--- src/rtl/ppcfg_consts.svh ---
// constants for the port 3 / port 4 pin configuration block
// assumes inclusion by bare name from rtl files
`ifndef PPCFG_CONSTS_SVH
`define PPCFG_CONSTS_SVH

`define PPCFG_ADDR_P3_DRIVE 8'ha7
`define PPCFG_ADDR_P4_DRIVE 8'hae
`define PPCFG_ADDR_P4_DATA 8'hc7
`define PPCFG_ADDR_P3_SKIP 8'hdf
`define PPCFG_ADDR_P4_MODE 8'hf5

`define PPCFG_RST_P3_DRIVE 8'h00
`define PPCFG_RST_P4_DRIVE 8'h00
`define PPCFG_RST_P4_DATA 8'hff
`define PPCFG_RST_P3_SKIP 8'h00
`define PPCFG_RST_P4_MODE 8'hff

`endif

--- src/rtl/ppcfg_pkg.sv ---
// types for the port 3 / port 4 pin configuration block
// assumes nothing of its surroundings
package ppcfg_pkg;

    typedef logic [7:0] ppcfg_byte_t;

    // per-pin controls toward an 8-pin pad ring
    typedef struct packed {
        logic [7:0] out_val;
        logic [7:0] out_en;
        logic [7:0] pullup_en;
        logic [7:0] rx_en;
    } ppcfg_pad_ctl_t;

    // special-function register access
    typedef struct packed {
        logic [7:0] addr;
        logic [7:0] wdata;
        logic wr;
        logic rd;
    } ppcfg_sfr_req_t;

endpackage

--- src/rtl/ppcfg_pin_cell.sv ---
// one pad-control slice per pin for an 8-pin port
// assumes mode registers in the clock domain of the caller
`timescale 1ns/100ps
`default_nettype none

module ppcfg_pin_cell (
    input wire logic [7:0] latch_i,
    input wire logic [7:0] push_pull_i,
    input wire logic [7:0] digital_i,
    input wire logic [7:0] periph_en_i,
    input wire logic [7:0] periph_val_i,
    output ppcfg_pkg::ppcfg_pad_ctl_t pad_o
);

    genvar n;
    generate
        for (n = 0; n < 8; n++) begin : g_pin
            wire logic drive_val;
            assign drive_val = periph_en_i[n] ? periph_val_i[n] : latch_i[n];
            assign pad_o.out_val[n] = drive_val;
            // analog pin: driver, pull-up, receiver off
            // open-drain drives only low; push-pull drives both levels
            assign pad_o.out_en[n] = digital_i[n] & (push_pull_i[n] | ~drive_val);
            assign pad_o.pullup_en[n] = digital_i[n] & ~push_pull_i[n];
            assign pad_o.rx_en[n] = digital_i[n];
        end
    endgenerate

endmodule

`default_nettype wire

--- src/rtl/ppcfg_sync8.sv ---
// two-flop synchroniser for eight pin levels
// assumes asynchronous pin inputs
`timescale 1ns/100ps
`default_nettype none

module ppcfg_sync8 (
    input wire logic clk_i,
    input wire logic reset_n_i,
    input wire logic [7:0] async_i,
    output logic [7:0] sync_o
);

    logic [7:0] meta_r;

    always_ff @(posedge clk_i or negedge reset_n_i) begin
        if (!reset_n_i) begin
            meta_r <= 8'h00;
            sync_o <= 8'h00;
        end else begin
            meta_r <= async_i;
            sync_o <= meta_r;
        end
    end

endmodule

`default_nettype wire

--- src/rtl/ppcfg_top.sv ---
// port 3 / port 4 pin configuration and port 4 data logic
// assumes a single-cycle sfr bus on clk_i and pads resolved outside
// What this block does
// port 3 drive bit: 0 open-drain, 1 push-pull
// port 3 drive bit ignored for analog pins
// port 4 drive bit: 0 open-drain, 1 push-pull
// port 4 drive bit ignored for analog pins
// port 3 skip bit hides pin from crossbar
// software should skip analog/special/gpio port 3 pins
// port 4 data write loads output latches
// port 4 data read returns pin levels
// port 4 mode bit: 0 analog, 1 digital
// analog pin: pull-up, driver, receiver off
// whole-byte registers, bit n for pin n
`timescale 1ns/100ps
`default_nettype none
`include "ppcfg_consts.svh"

module ppcfg_top (
    input wire logic clk_i,
    input wire logic reset_n_i,
    input wire logic [7:0] sfr_addr_i,
    input wire logic [7:0] sfr_wdata_i,
    input wire logic sfr_wr_i,
    input wire logic sfr_rd_i,
    output logic [7:0] sfr_rdata_o,
    output logic sfr_hit_o,
    input wire logic [7:0] p3_mode_i,
    input wire logic [7:0] p3_latch_i,
    input wire logic [7:0] p3_periph_en_i,
    input wire logic [7:0] p3_periph_val_i,
    output logic [7:0] p3_skip_o,
    output ppcfg_pkg::ppcfg_pad_ctl_t p3_pad_o,
    input wire logic [7:0] p4_pin_i,
    input wire logic [7:0] p4_periph_en_i,
    input wire logic [7:0] p4_periph_val_i,
    output ppcfg_pkg::ppcfg_pad_ctl_t p4_pad_o,
    output logic [7:0] p4_digital_o
);

    ////////////////////////////////////////////////////////////////////////
    // registers

    ppcfg_pkg::ppcfg_byte_t p3_drive_r;
    ppcfg_pkg::ppcfg_byte_t p4_drive_r;
    ppcfg_pkg::ppcfg_byte_t p4_latch_r;
    ppcfg_pkg::ppcfg_byte_t p3_skip_r;
    ppcfg_pkg::ppcfg_byte_t p4_mode_r;
    logic [7:0] p4_pin_sync;
    logic [7:0] rdata_nxt;

    wire logic hit_p3_drive = (sfr_addr_i == `PPCFG_ADDR_P3_DRIVE);
    wire logic hit_p4_drive = (sfr_addr_i == `PPCFG_ADDR_P4_DRIVE);
    wire logic hit_p4_data = (sfr_addr_i == `PPCFG_ADDR_P4_DATA);
    wire logic hit_p3_skip = (sfr_addr_i == `PPCFG_ADDR_P3_SKIP);
    wire logic hit_p4_mode = (sfr_addr_i == `PPCFG_ADDR_P4_MODE);
    wire logic hit_any = hit_p3_drive | hit_p4_drive | hit_p4_data | hit_p3_skip | hit_p4_mode;

    // whole-byte writes
    always_ff @(posedge clk_i or negedge reset_n_i) begin
        if (!reset_n_i) begin
            p3_drive_r <= `PPCFG_RST_P3_DRIVE;
            p4_drive_r <= `PPCFG_RST_P4_DRIVE;
            p4_latch_r <= `PPCFG_RST_P4_DATA;
            p3_skip_r <= `PPCFG_RST_P3_SKIP;
            p4_mode_r <= `PPCFG_RST_P4_MODE;
        end else if (sfr_wr_i) begin
            if (hit_p3_drive) p3_drive_r <= sfr_wdata_i;
            if (hit_p4_drive) p4_drive_r <= sfr_wdata_i;
            if (hit_p4_data) p4_latch_r <= sfr_wdata_i;
            if (hit_p3_skip) p3_skip_r <= sfr_wdata_i;
            if (hit_p4_mode) p4_mode_r <= sfr_wdata_i;
        end
    end

    ////////////////////////////////////////////////////////////////////////
    // pin readback

    ppcfg_sync8 u_p4_sync (
        .clk_i(clk_i),
        .reset_n_i(reset_n_i),
        .async_i(p4_pin_i),
        .sync_o(p4_pin_sync)
    );

    // analog pins read low: receiver off
    wire logic [7:0] p4_read_val = p4_pin_sync & p4_mode_r;

    assign rdata_nxt = hit_p3_drive ? p3_drive_r :
                       hit_p4_drive ? p4_drive_r :
                       hit_p4_data ? p4_read_val :
                       hit_p3_skip ? p3_skip_r :
                       hit_p4_mode ? p4_mode_r : 8'h00;

    always_ff @(posedge clk_i or negedge reset_n_i) begin
        if (!reset_n_i) begin
            sfr_rdata_o <= 8'h00;
            sfr_hit_o <= 1'b0;
        end else begin
            sfr_rdata_o <= sfr_rd_i ? rdata_nxt : 8'h00;
            sfr_hit_o <= sfr_rd_i & hit_any;
        end
    end

    ////////////////////////////////////////////////////////////////////////
    // pad control

    // skipped pins get no crossbar function; software should skip gpio pins
    assign p3_skip_o = p3_skip_r;
    wire logic [7:0] p3_per_en = p3_periph_en_i & ~p3_skip_r;
    assign p4_digital_o = p4_mode_r;

    ppcfg_pin_cell u_p3_cell (
        .latch_i(p3_latch_i),
        .push_pull_i(p3_drive_r),
        .digital_i(p3_mode_i),
        .periph_en_i(p3_per_en),
        .periph_val_i(p3_periph_val_i),
        .pad_o(p3_pad_o)
    );

    ppcfg_pin_cell u_p4_cell (
        .latch_i(p4_latch_r),
        .push_pull_i(p4_drive_r),
        .digital_i(p4_mode_r),
        .periph_en_i(p4_periph_en_i),
        .periph_val_i(p4_periph_val_i),
        .pad_o(p4_pad_o)
    );
endmodule

`default_nettype wire

--- config.mk ---
export PLATFORM = sky130hd
export DESIGN_NAME = ppcfg_top
export DESIGN_NICKNAME = d
export VERILOG_FILES = /design/src/rtl/ppcfg_pkg.sv /design/src/rtl/ppcfg_pin_cell.sv /design/src/rtl/ppcfg_sync8.sv /design/src/rtl/ppcfg_top.sv
export VERILOG_INCLUDE_DIRS = /design/src /design/src/rtl
export SDC_FILE = /design/constraint.sdc
export NUM_CORES = 1
export LEC_CHECK = 0
export BUFFER_PORTS_ARGS = -buffer_cell sky130_fd_sc_hd__buf_2
export CAP_MARGIN = 20
export CORE_ASPECT_RATIO = 0.75
export CORE_MARGIN = 2
export CORE_UTILIZATION = 30
export CTS_CLUSTER_DIAMETER = 40
export DETAILED_ROUTE_END_ITERATION = 12
export GPL_TIMING_DRIVEN = 0
export PLACE_DENSITY_LB_ADDON = 0.15
export SLEW_MARGIN = 15
export SYNTH_ARGS = -nofsm -noshare
export SYNTH_HDL_FRONTEND = slang
export SYNTH_SLANG_ARGS = --single-unit
--- constraint.sdc ---
create_clock -name clk_i -period 1.4 [get_ports clk_i]
set_input_delay 0.21 -clock clk_i [delete_from_list [all_inputs] [get_ports clk_i]]
set_output_delay 0.21 -clock clk_i [all_outputs]
set_load 0.005 [all_outputs]
# == Yosys cells after proc, flatten, opt, wreduce, memory -nomap -nowiden ==
# Index checks and enable logic that the tools add are counted.
# word_totals
ram_bits,0
memories,0
reg_bits,65
latchBits,0
word_cells,129
output_inout_bits,89
mem_bits_ro,0
input_bits,76
# classes
n_bitwise,88
n_addsub,0
reduce_logical,5
n_eq_ne,5
shifts,0
n_div,0
n_mux,22
multipliers,0
magnitude_cmp,0
# ops
cell,n
$mux 8,6
$eq 8x8->1 const B,5
$and 1x1->1,33
$not 1->1,32
$or 1x1->1,20
$and 8x8->8,2
$mux 1,16
$reduce_and 2->1,5
$not 8->8,1

# == Longest topological paths before layout ==
# Gate-level depths: netlist of run 1.
# depth
depth_word,7
depth_mapped,6
ltp_nobuf,4

# == Cells and area by module ==
# Synthesis of run 1 repeated with hierarchy kept, for this count alone.
# hier_totals
hier_cells,321
hier_area_um2,3673.5
# modules_own_cells
mod,n_inst,cells_each,area_per_inst_um2
ppcfg_top,1,209,2452.4
ppcfg_pin_cell,2,48,410.4
ppcfg_sync8,1,16,400.4

# == Least setup slack after synthesis of run 1 ==
# Ideal clock, no wire load.
# synth_timing
path_kind,in2reg
start,in sfr_addr_i[3]
end,reg p4_latch_r[0]
path_stages,4
path_buffers,0
slack_ns,-0.037
arrival_time_ns,1.355
setup_time_ns,0.082
t_required_ns,1.318
path_cell_list,and4b_1 -> nor4b_4 -> nand2_2 -> mux2_2
# synth_via
elab_chain_len,2
# synth_rtl
item,line,rtl
from (decl),ppcfg_top.sv:22,"input wire logic [7:0] sfr_addr_i,"
$eq 8x8->1 (no line),n/a,
$reduce_and 2->1 (no line),n/a,
to (signal assigned),ppcfg_top.sv:64,p4_latch_r <= `PPCFG_RST_P4_DATA;
to (signal assigned),ppcfg_top.sv:70,if (hit_p4_data) p4_latch_r <= sfr_wdata_i;
to (decl),ppcfg_top.sv:46,ppcfg_pkg::ppcfg_byte_t p4_latch_r;
# Every way passes these cells.
# A chain may end at the register's enable or synchronous reset.

==> results of run 1 <==
-- timing repair --
item,CTS,global route
hold buffers,9,0
endpoints found under the setup margin,85,63
endpoints found under the hold margin,26,0
gates resized for setup,86,19
pin swaps,17,0
setup buffers,15,4
-- report_power, final --
part	leakage, µW	internal [µW]	switching [µW]
clock network	0.000166	1780	796
logic	0.00181	489	337
registers	0.000808	1980	60.7
-- worst max path at each step --
stage	start	endpoint	slack [ns]
floorplan	sfr_addr_i[3]	p4_latch_r[0]$_DFFE_PN1P_	-0.04
detailed placement	sfr_addr_i[3]	p4_latch_r[0]$_DFFE_PN1P_	-0.82
CTS	p3_skip_o[1]$_DFFE_PN0P_	p3_pad_o[17]	-0.24
global placement	sfr_addr_i[3]	p4_latch_r[5]$_DFFE_PN1P_	-0.78
finish	p3_skip_o[1]$_DFFE_PN0P_	p3_pad_o[17]	-0.23
global route	p3_skip_o[0]$_DFFE_PN0P_	p3_pad_o[16]	-0.28
-- stage by stage --
step	power [µW]	area, µm²	setup TNS [ns]	setup slack (ns)
finish	5440	5360	-3.18	-0.230
global route	5670	5360	-4.85	-0.284
CTS	5480	5280	-3.51	-0.243
detailed placement	2690	4400	-31.85	-0.824
global placement	2670	4380	-37.12	-0.784
floorplan	2340	3380	-0.296	-0.0370
-- layout make-up --
cell class,instances,area (µm²)
clock inverters,5,103
multi-input cells,172,1570
plain buffers,37,337
well taps,140,175
inverters,26,100
flip-flops and latches,65,1650
fillers,982,5580
clock buffers,11,243
repair buffers,193,1190
-- routing by layer --
metal / part of all wire [%] / wire length [µm] / vias up / track usage, %
met4: 0.70 / 74 / 0 / 2.75
met1: 45 / 4810 / 1444 / 23.1
li1: - / - / 1434 / -
met3: 6.8 / 721 / 6 / 5.45
met2: 47 / 4980 / 121 / 29.1
met5: 0 / 0 / - / 0
-- cell usage in the layout (no fill, tap or decap), types with 5 or more instances in the layout --
| master | n |
|---|---|
| nor3b_1 | 8 |
| mux2_2 | 40 |
| a21boi_2 | 5 |
| a21o_1 | 8 |
| dlygate4sd3_1 | 9 |
| dfstp_2 | 16 |
| dfrtp_1 | 49 |
| nor2_1 | 7 |
| buf_4 | 36 |
| clkbuf_16 | 9 |
| buf_6 | 35 |
| nor3_1 | 8 |
| nand2b_4 | 9 |
| buf_2 | 146 |
| inv_1 | 18 |
| a32oi_1 | 8 |
| o21ai_0 | 18 |
| inv_2 | 7 |
| a21oi_1 | 8 |
| mux2_4 | 16 |
| nor2b_1 | 8 |
| a21oi_2 | 8 |
-- flip-flops by register name, indices dropped and copies added, names as in the netlist --
register          cells
p3_drive_r            8
u_p4_sync.sync_o      8
p4_drive_r            8
u_p4_sync.meta_r      8
p4_latch_r            8
sfr_hit_o             1
p4_digital_o          8
p3_skip_o             8
sfr_rdata_o           8
-- critical path, stage by stage, from the launching register on --
cell and delay [ns]:
dfrtp_1 0.40, nand2b_4 0.15, mux2_4 0.30, a21boi_1 0.11
buf_2 0.12
-- cell families after synthesis --
group / Yosys count / share of synthesized area (%)
muxes: 56 / 18.7
and+or+nand+nor: 57 / 10.6
DFF: 65 / 48.8
AOI/OAI and AO/OA: 59 / 10.9
buffers and inverters: 66 / 11.1
==> metrics.yaml, run 1 <==
worst_hold_path:
  min_path_cells: 2
  hold_path_end: "p3_drive_r[5]$_DFFE_PN0P_"
  worst_hold_startpoint: "sfr_wdata_i[5]"
  hold_path.class: "in2reg"
timing:
  timing.hold.ws_ns: 0.182
  rsz0062_at_grt: "yes"
  final-max-slew-violation-count: 0
  tightestPinTransition_ns: 0.348
  slew_headroom_pct: 76.8
  fmax_ghz: 0.614
  fin_ws_ns: -0.230
  setup_viol: 19
  finalClockSkew_ns: 0.00440
  hold_violations: 0
  fin_crit_sh_pct: 116
  fin_crit_ns: 1.63
yosys:
  synth_cells: 303
  netlist.area_leader.share_pct: 36.4
  ys_async_sr_fraction_pct: 100
  syn-num-nets: 379
  synthTopCellsByArea: "dfrtp_1 (36%), mux2_2 (19%), dfstp_2 (12%)"
  synthTopCellsByCount: "mux2_2 (56), dfrtp_1 (49), buf_4 (32)"
  ys_ff_latch: 65
  ys_types: 27
  synthFlopType: "dfrtp_1"
  yosysWarnings: 0
  synthesis.area_um2: 3370
  seq_area_frac_synth_pct: 48.8
  synth.most_common_cell: "mux2_2"
  yosysTopAreaCell: "dfrtp_1"
  syn_avg_cell_area_um2: 11.1
  synth-edff-count: 0
final_layout:
  syn2layout_area_growth_pct: 58.9
  layout-drive-gt1-share_pct: 68.2
  layoutNonFillerInstCount: 649
  nets: 580
  postLayoutCoreUtil_pct: 49.0
  diodes: 0
grt:
  grt_pass1_vias: 2918
  grt_antenna_before_repair: 1
  grt_pass1_wl_um: 15800
  grt_usage_pct: 17.5
  grt_max_degree: 41
  gr-total-overflow: 0
floorplanning:
  die_h_um: 95.8
  row_count: 33
  design.core.area_um2: 10900
  start_util_pct: 30.8
  io_pins: 165
  die_x_um: 126
  die_area_um2: 12100
routing:
  drtIter0Drc: 67
  ant_nets: 0
  wl_per_cell_um: 16.3
  viasPerCell: 4.63
  drcViolationCount: 0
  first_pass_iters: 4
  vias: 3005
  wl_um: 10600
place:
  dp_hpwl_um: 6970
  post-place-cells: 608
  portBuffers: 164
  place_congestion: 0.737
power_and_ir_drop:
  leakage_uw: 0.00279
  ir_worst_vdd_mv: 0.798
  powerDensity_nw_per_um2: 1020
status:
  status: "complete, but fails checks"
  violations: "negative setup slack"
worst_setup_path:
  critPathRequiredTime_ns: 1.19
  rr_endpoint: "sfr_rdata_o[4]$_DFF_PN0_"
  arrival_ns: 1.42
  r2r_cells: 5
  critPathMaxFanout: 2
  end_kind: "primary output"
  start_kind: "register"
  r2r_setup_slack_ns: 0.10
  critical_path_class: "reg2out"
  r2r_start: "p4_digital_o[4]$_DFFE_PN1P_"
clock_network:
  cts-htree-levels: 3
  cts_tree: "built"
  cts_sinks: 65
  cts_buffers: 9
  clockBufferDepth: 2
  clk_latency_ns: 0.32
  cts-root-buf: "clkbuf_16"
  clk_pin_slew_ns: 0.05
job:
  cap_violations: 0
No activity file was read; power rests on OpenSTA's default activity.
==> run 2, diff against run 1 <==
==> constraint.sdc (replaced) <==
create_clock -name clk_i -period 1.4 [get_ports clk_i]
set_input_delay 0.07 -clock clk_i [delete_from_list [all_inputs] [get_ports clk_i]]
set_output_delay 0.07 -clock clk_i [all_outputs]
set_load 0.005 [all_outputs]
==> run 2 against run 1 <==
Effect of this change:
- the run still ends with negative setup slack left
- die area unchanged
- core utilization decreased by 2.7 points
- hold slack got worse by 0.15 ns
- first-iteration DRC count grew 9.0%
==> metrics.yaml, run 2 (synthesized netlist as in run 1, its figures left out) <==
power_and_ir_drop:
  ir_worst_vdd_mv: 0.494  # was 0.798 mV
  leakage_uw: 0.00267  # was 0.00279 µW
  powerDensity_nw_per_um2: 975  # was 1020 nW/µm²
final_layout:
  seq_area_um2: 1650  # unchanged
  layout_common_cells: "buf_2 (157), dfrtp_1 (49), mux2_2 (48), buf_4 (37), inv_1 (26)"  # was buf_2 (146), dfrtp_1 (49), mux2_2 (40), buf_4 (36), buf_6 (35)
  diodes: 0  # unchanged
  mostFrequentLayoutCell: "buf_2"  # unchanged
  multi_input_area_um2: 1480  # was 1570 µm²
  syn2layout_area_growth_pct: 50.2  # was 58.9%
  fillers: 1052  # was 982
  layout-drive-gt1-share_pct: 64.1  # was 68.2%
  nets: 573  # was 580
clock_network:
  cts-root-buf: "clkbuf_16"  # unchanged
  clk_pin_slew_ns: 0.05  # about the same
  clk_latency_ns: 0.33  # was 0.32 ns
  clockBufferDepth: 2  # unchanged
  cts_tree: "built"  # unchanged
  cts_sinks: 65  # unchanged
  cts-htree-levels: 3  # unchanged
  cts_buffers: 9  # unchanged
grt:
  gr-total-overflow: 0  # unchanged
  grt_usage_pct: 16.8  # was 17.5%
  grt_pass1_vias: 2836  # was 2918
  grt_pass1_wl_um: 15100  # was 15800 µm
  grt_max_degree: 36  # was 41
  grt_antenna_before_repair: 0  # was 1
timing:
  setup_viol: 16  # was 19
  finalClockSkew_ns: 0.00350  # was 0.00440 ns
  hold_violations: 0  # unchanged
  fin_crit_sh_pct: 106  # was 116%
  timing.setup.tns_ns: -0.812  # was -3.18 ns
  fmax_ghz: 0.673  # was 0.614 GHz
  fin_crit_ns: 1.49  # was 1.63 ns
  rsz0062_at_grt: "yes"  # unchanged
  timing.hold.ws_ns: 0.0328  # was 0.182 ns
  tightestPinTransition_ns: 0.410  # was 0.348 ns
  slew_headroom_pct: 72.7  # was 76.8%
  final-max-slew-violation-count: 0  # unchanged
  fin_ws_ns: -0.0870  # was -0.230 ns
floorplanning:
  design.core.area_um2: 10900  # unchanged
  row_count: 33  # unchanged
  die_h_um: 95.8  # unchanged
  start_util_pct: 30.8  # unchanged
  io_pins: 165  # unchanged
  die_x_um: 126  # unchanged
  die_area_um2: 12100  # unchanged
routing:
  wl_per_cell_um: 16.1  # was 16.3 µm
  viasPerCell: 4.67  # was 4.63
  drcViolationCount: 0  # unchanged
  first_pass_iters: 4  # unchanged
  vias: 2995  # was 3005
  ant_nets: 0  # unchanged
  drtIter0Drc: 73  # was 67
  wl_um: 10300  # was 10600 µm
worst_setup_path:
  arrival_ns: 1.42  # about the same
  critPathRequiredTime_ns: 1.33  # was 1.19 ns
  critPathMaxFanout: 4  # was 2
  cpPeakStageDelay_ns: 0.40  # about the same
  start_kind: "register"  # unchanged
  end_kind: "primary output"  # unchanged
  cp_cell_sequence: "nand2b_4 > mux2_4 > buf_6 > buf_6"  # was nand2b_4 > mux2_4 > a21boi_1 > buf_2
  critical_path_class: "reg2out"  # unchanged
  cp_common_cell: "buf_6"
  slowest_stage: "dfrtp_1"  # unchanged
status:
  status: "complete, but fails checks"  # unchanged
  violations: "negative setup slack"  # unchanged
place:
  place_congestion: 0.787  # was 0.737
  dp_hpwl_um: 6970  # about the same
  portBuffers: 164  # unchanged
  dp_slack_ns: -0.791  # was -0.824 ns
worst_hold_path:
  hold_path.class: "in2reg"  # unchanged
job:
  cap_violations: 0  # unchanged
==> run 2: power by group <==
group | switching [µW] | total (µW) | internal (µW)
combinational | 308 | 746 | 438
clock | 777 | 2160 | 1380
sequential | 56.9 | 2040 | 1980
==> run 2: final cells by class <==
cell class              instances  area share, %
clock buffers                  14           5.60
flip-flops and latches         65           32.5
repair buffers                185           21.0
inverters                      26           1.93
multi-input cells             172           29.3
clock inverters                 2          0.198
well taps                     140           3.46
plain buffers                  38           6.02
==> run 2: timing repair <==
item / in CTS / in global routing
buffers inserted: 10 / 1
endpoints found under the hold margin: 34 / 0
endpoints found under the setup margin: 64 / 34
gates resized for setup: 41 / 14
hold buffers: 9 / 0
pin swaps: 9 / 0
==> run 2: critical path: cells and delay by family, from the launching register on <==
family	cells	cell delay, ns
flip-flops	1	0.40
AND/OR/NAND/NOR	1	0.15
multiplexers	1	0.31
buffers and inverters	2	0.22
==> run 2: worst paths after layout <==
| check | start | endpoint | slack (ns) | cells after the start |
|---|---|---|---|---|
| min in group asynchronous | reset_n_i | p3_skip_o[1]$_DFFE_PN0P_ | 0.21 | 2 |
| worst max register to register | p4_digital_o[1]$_DFFE_PN1P_ | sfr_rdata_o[1]$_DFF_PN0_ | 0.24 | 4 |
| worst max-delay path | p3_skip_o[4]$_DFFE_PN0P_ | p3_pad_o[28] | -0.09 | 4 |
| max in group asynchronous | reset_n_i | p4_digital_o[5]$_DFFE_PN1P_ | 0.61 | 3 |
| worst min-delay path | sfr_wdata_i[1] | p3_skip_o[1]$_DFFE_PN0P_ | 0.03 | 2 |
| worst min register to register | u_p4_sync.meta_r[1]$_DFF_PN0_ | u_p4_sync.sync_o[1]$_DFF_PN0_ | 0.35 | 0 |
==> run 2: metal layers <==
metal,share of wire [%],vias up,GRT usage [%]
met2,49,117,29.3
met3,6.7,14,4.56
met1,43,1444,20.7
li1,-,1420,-
met4,1.3,0,4.95
met5,0,-,0
==> run 2: per-stage QoR <==
step	instances	area, µm²	util (%)	total power, µW
3_5_place_dp	608	4390	40.1	2690
3_3_place_gp	607	4370	39.9	2670
6_report	642	5070	46.3	4940
5_1_grt	642	5070	46.3	5150
2_1_floorplan	303	3370	-	2340
4_1_cts	642	5010	45.8	4970
==> run 3, diff against run 2 <==
--- a/config.mk
+++ b/config.mk
@@ -6,8 +6,9 @@
 export SDC_FILE = /design/constraint.sdc
 export NUM_CORES = 1
 export LEC_CHECK = 0
+export ABC_AREA = 1
 export BUFFER_PORTS_ARGS = -buffer_cell sky130_fd_sc_hd__buf_2
-export CAP_MARGIN = 20
+export CAP_MARGIN = 40
 export CORE_ASPECT_RATIO = 0.75
 export CORE_MARGIN = 2
 export CORE_UTILIZATION = 30
==> constraint.sdc (replaced) <==
create_clock -name clk_i -period 1.66 [get_ports clk_i]
set_input_delay 0.083 -clock clk_i [delete_from_list [all_inputs] [get_ports clk_i]]
set_output_delay 0.083 -clock clk_i [all_outputs]
set_load 0.005 [all_outputs]
==> run 3 against run 2 <==
Effect of this change:
- the flow now finishes without violations
- combinational power decreased by 24%
- clock-buffer cell count decreased by 1
- sequential share of layout area down 0.44 points
- non-clock buffer count shrank 2
- sequential power fell by 15%
- total power shrank 15%
- synthesized cell count rose by 47%
- critical path type unchanged
- clock power decreased by 13%
- clock skew decreased by 0.0013 ns
==> metrics.yaml, run 3 <==
yosys:
  synth_compound_area_share_pct: 12.7  # was 10.9%
  synth_cells: 446  # was 303
  synthTopCellsByCount: "inv_1 (88), nand2_1 (88), dfrtp_1 (49)"  # was mux2_2 (56), dfrtp_1 (49), buf_4 (32)
  synthMuxAreaShare_pct: 2.49  # was 18.7%
  syn_avg_cell_area_um2: 8.12  # was 11.1 µm²
  synthFlopType: "dfrtp_1"  # unchanged
  yosys.area_share.simple_pct: 21.7  # was 10.6%
  ys_ff_latch: 65  # unchanged
  synth-edff-count: 0  # unchanged
  synthesis.area_um2: 3620  # was 3370 µm²
  yosysTopAreaCell: "dfrtp_1"  # unchanged
  syn-num-nets: 522  # was 379
  ys_types: 25  # was 27
  synth_adder_area_share_pct: 0  # unchanged
  synth_top_family_by_area: "simple AND/OR/NAND/NOR gates"  # was multiplexers
  seq_area_frac_synth_pct: 45.5  # was 48.8%
  netlist.area_leader.share_pct: 33.9  # was 36.4%
  ys_async_sr_fraction_pct: 100  # unchanged
  synthTopCellsByArea: "dfrtp_1 (34%), dfstp_2 (12%), inv_1 (9.1%)"  # was dfrtp_1 (36%), mux2_2 (19%), dfstp_2 (12%)
  synthXorXnorAreaFrac_pct: 0  # unchanged
  yosysWarnings: 0  # unchanged
worst_setup_path:
  cp_cell_sequence: "inv_1 > a21oi_1 > a31oi_1 > a21oi_1 > buf_2"  # was nand2b_4 > mux2_4 > buf_6 > buf_6
  crit_path_end: "p3_pad_o[19]"  # was p3_pad_o[28]
  arrival_ns: 1.38  # was 1.42 ns
  cpPeakStageDelay_ns: 0.40  # about the same
  r2r_cells: 6  # was 4
  critPathRequiredTime_ns: 1.58  # was 1.33 ns
  end_kind: "primary output"  # unchanged
  r2r_setup_slack_ns: 0.59  # was 0.24 ns
  critPathMaxFanout: 3  # was 4
  worst-path-stages: 5  # was 4
  worst-path-buf-inv: 2  # unchanged
  cp_common_cell: "a21oi_1"  # was buf_6
  rr_endpoint: "sfr_rdata_o[0]$_DFF_PN0_"  # was sfr_rdata_o[1]$_DFF_PN0_
  start_kind: "register"  # unchanged
  crit_start: "p3_skip_o[3]$_DFFE_PN0P_"  # was p3_skip_o[4]$_DFFE_PN0P_
  cp_top_family: "flip-flops"  # unchanged
  critical_path_class: "reg2out"  # unchanged
  r2r_start: "p4_digital_o[0]$_DFFE_PN1P_"  # was p4_digital_o[1]$_DFFE_PN1P_
  slowest_stage: "dfrtp_1"  # unchanged
routing:
  viasPerCell: 4.40  # was 4.67
  drtIter0Drc: 227  # was 73
  ant_nets: 0  # unchanged
  wl_per_cell_um: 12.9  # was 16.1 µm
  wl_um: 10400  # was 10300 µm
  drcViolationCount: 0  # unchanged
  vias: 3546  # was 2995
  first_pass_iters: 4  # unchanged
clock_network:
  cts_buffers: 9  # unchanged
  cts_sinks: 65  # unchanged
  cts_tree: "built"  # unchanged
  clockBufferDepth: 2  # unchanged
  clk_latency_ns: 0.33  # about the same
  cts-htree-levels: 3  # unchanged
  clk_pin_slew_ns: 0.05  # about the same
  cts_resized: 0  # was 41
  cts-root-buf: "clkbuf_16"  # unchanged
timing:
  fin_crit_ns: 1.46
  fin_ws_ns: 0.198  # was -0.0870 ns
  timing.setup.tns_ns: 0  # was -0.812 ns
  final-max-slew-violation-count: 0  # unchanged
  setup_viol: 0  # was 16
  fmax_ghz: 0.684
  fin_crit_sh_pct: 88.1
  rsz0062_at_grt: "no"  # was yes
  hold_violations: 0  # unchanged
  finalClockSkew_ns: 0.00218  # was 0.00350 ns
  slew_headroom_pct: 66.8  # was 72.7%
  tightestPinTransition_ns: 0.497  # was 0.410 ns
power_and_ir_drop:
  leakage_uw: 0.00286  # was 0.00267 µW
  powerDensity_nw_per_um2: 815  # was 975 nW/µm²
  ir_worst_vdd_mv: 0.440  # was 0.494 mV
grt:
  grt_pass1_vias: 3456  # was 2836
  grt_max_degree: 39  # was 36
  gr-total-overflow: 0  # unchanged
  grt_usage_pct: 16.7  # was 16.8%
  grt_antenna_before_repair: 0  # unchanged
  grt_pass1_wl_um: 16500  # was 15100 µm
final_layout:
  syn2layout_area_growth_pct: 41.9  # was 50.2%
  nets: 715  # was 573
  layout-drive-gt1-share_pct: 42.5  # was 64.1%
  layoutNonFillerInstCount: 806  # was 642
  layout_common_cells: "buf_2 (164), inv_1 (88), nand2_1 (88), dfrtp_1 (49), buf_4 (34)"  # was buf_2 (157), dfrtp_1 (49), mux2_2 (48), buf_4 (37), inv_1 (26)
  fin_area_um2: 5140  # was 5070 µm²
  mostFrequentLayoutCell: "buf_2"  # unchanged
  diodes: 0  # unchanged
  fillers: 1154  # was 1052
floorplanning:
  die_x_um: 131  # was 126 µm
  die_area_um2: 13000  # was 12100 µm²
  die_h_um: 99.1  # was 95.8 µm
  io_pins: 165  # unchanged
  design.core.area_um2: 11700  # was 10900 µm²
  start_util_pct: 30.9  # was 30.8%
  row_count: 34  # was 33
place:
  placed_cell_area_um2: 4670  # was 4390 µm²
  portBuffers: 164  # unchanged
  place_congestion: 0.854  # was 0.787
  dp_hpwl_um: 8250  # was 6970 µm
  post-place-cells: 773  # was 608
  dp_slack_ns: 0.208  # was -0.791 ns
status:
  status: "completed"  # was complete, but fails checks
worst_hold_path:
  hold_path.class: "in2reg"  # unchanged
job:
  cap_violations: 0  # unchanged
[run 3: changes by cell type after synthesis, moves of 10 or more]
cell     change
o21ai_0     +10
inv_1       +62
mux2_2      -48
nand3_1     +25
o21ai_2     +13
nor2_1      +13
nand2_1     +86
[run 3: cell type report]
cell class / count / area (µm²) / share of cell area [%]
multi-input combinational: 254 / 1330 / 26.0
clock inverter: 3 / 40.0 / 0.780
timing repair buffer: 182 / 1010 / 19.7
buffer: 39 / 309 / 6.02
tap: 162 / 203 / 3.95
inverter: 88 / 330 / 6.43
clock buffer: 13 / 260 / 5.07
sequential: 65 / 1650 / 32.1
[run 3: metal layers]
metal  routed length (µm)  GRT usage (%)  vias to the layer above  share of wire (%)
met5                    0              0                        -                  0
met4                  161           6.06                        0                1.5
li1                     -              -                     1767                  -
met1                 4890           21.8                     1641                 47
met2                 4750           27.6                      124                 46
met3                  591           3.55                       14                5.7
[run 3: kinds of logic after synthesis]
group	count (synthesis)
compound gates	80
buf+inv	127
flops	65
mux	8
simple gates	166
[run 3: per-stage QoR]
stage / total power (µW) / util, % / hold slack [ns]
2_1_floorplan: 2000 / - / -0.213
3_3_place_gp: 2290 / 39.7 / 0.193
3_5_place_dp: 2310 / 39.9 / 0.0339
4_1_cts: 4260 / 43.9 / 0.0349
5_1_grt: 4400 / 43.9 / 0.0634
6_report: 4190 / 43.9 / 0.0527
[run 3: how the worst min path moves through the flow]
stage | startpoint | end | slack (ns) | cells after the start
after floorplan | reset_n_i | p3_drive_r[0]$_DFFE_PN0P_ | -0.21 | 0
after global routing | sfr_rd_i | sfr_hit_o$_DFF_PN0_ | 0.06 | 3
final | sfr_rd_i | sfr_hit_o$_DFF_PN0_ | 0.05 | 3
after CTS | sfr_rd_i | sfr_hit_o$_DFF_PN0_ | 0.03 | 3
after global placement | p4_pin_i[4] | u_p4_sync.meta_r[4]$_DFF_PN0_ | 0.19 | 1
after detailed placement | reset_n_i | u_p4_sync.meta_r[2]$_DFF_PN0_ | 0.03 | 1
[run 3: tightest hold or removal path: cells and delay by family]
family / cells / cell delay [ns]
buffers and inverters: 2 / 0.23
and+or+nand+nor: 1 / 0.04
[run 3: where the power goes]
part | leakage, µW | internal (µW) | switching (µW)
combinational | 0.00193 | 287 | 278
clock | 0.000150 | 1240 | 641
sequential | 0.000773 | 1680 | 66.9
[run 3: repair_timing]
action,in CTS,in global routing
hold buffers,17,0
endpoints found under the hold margin,43,0
setup buffers,0,0
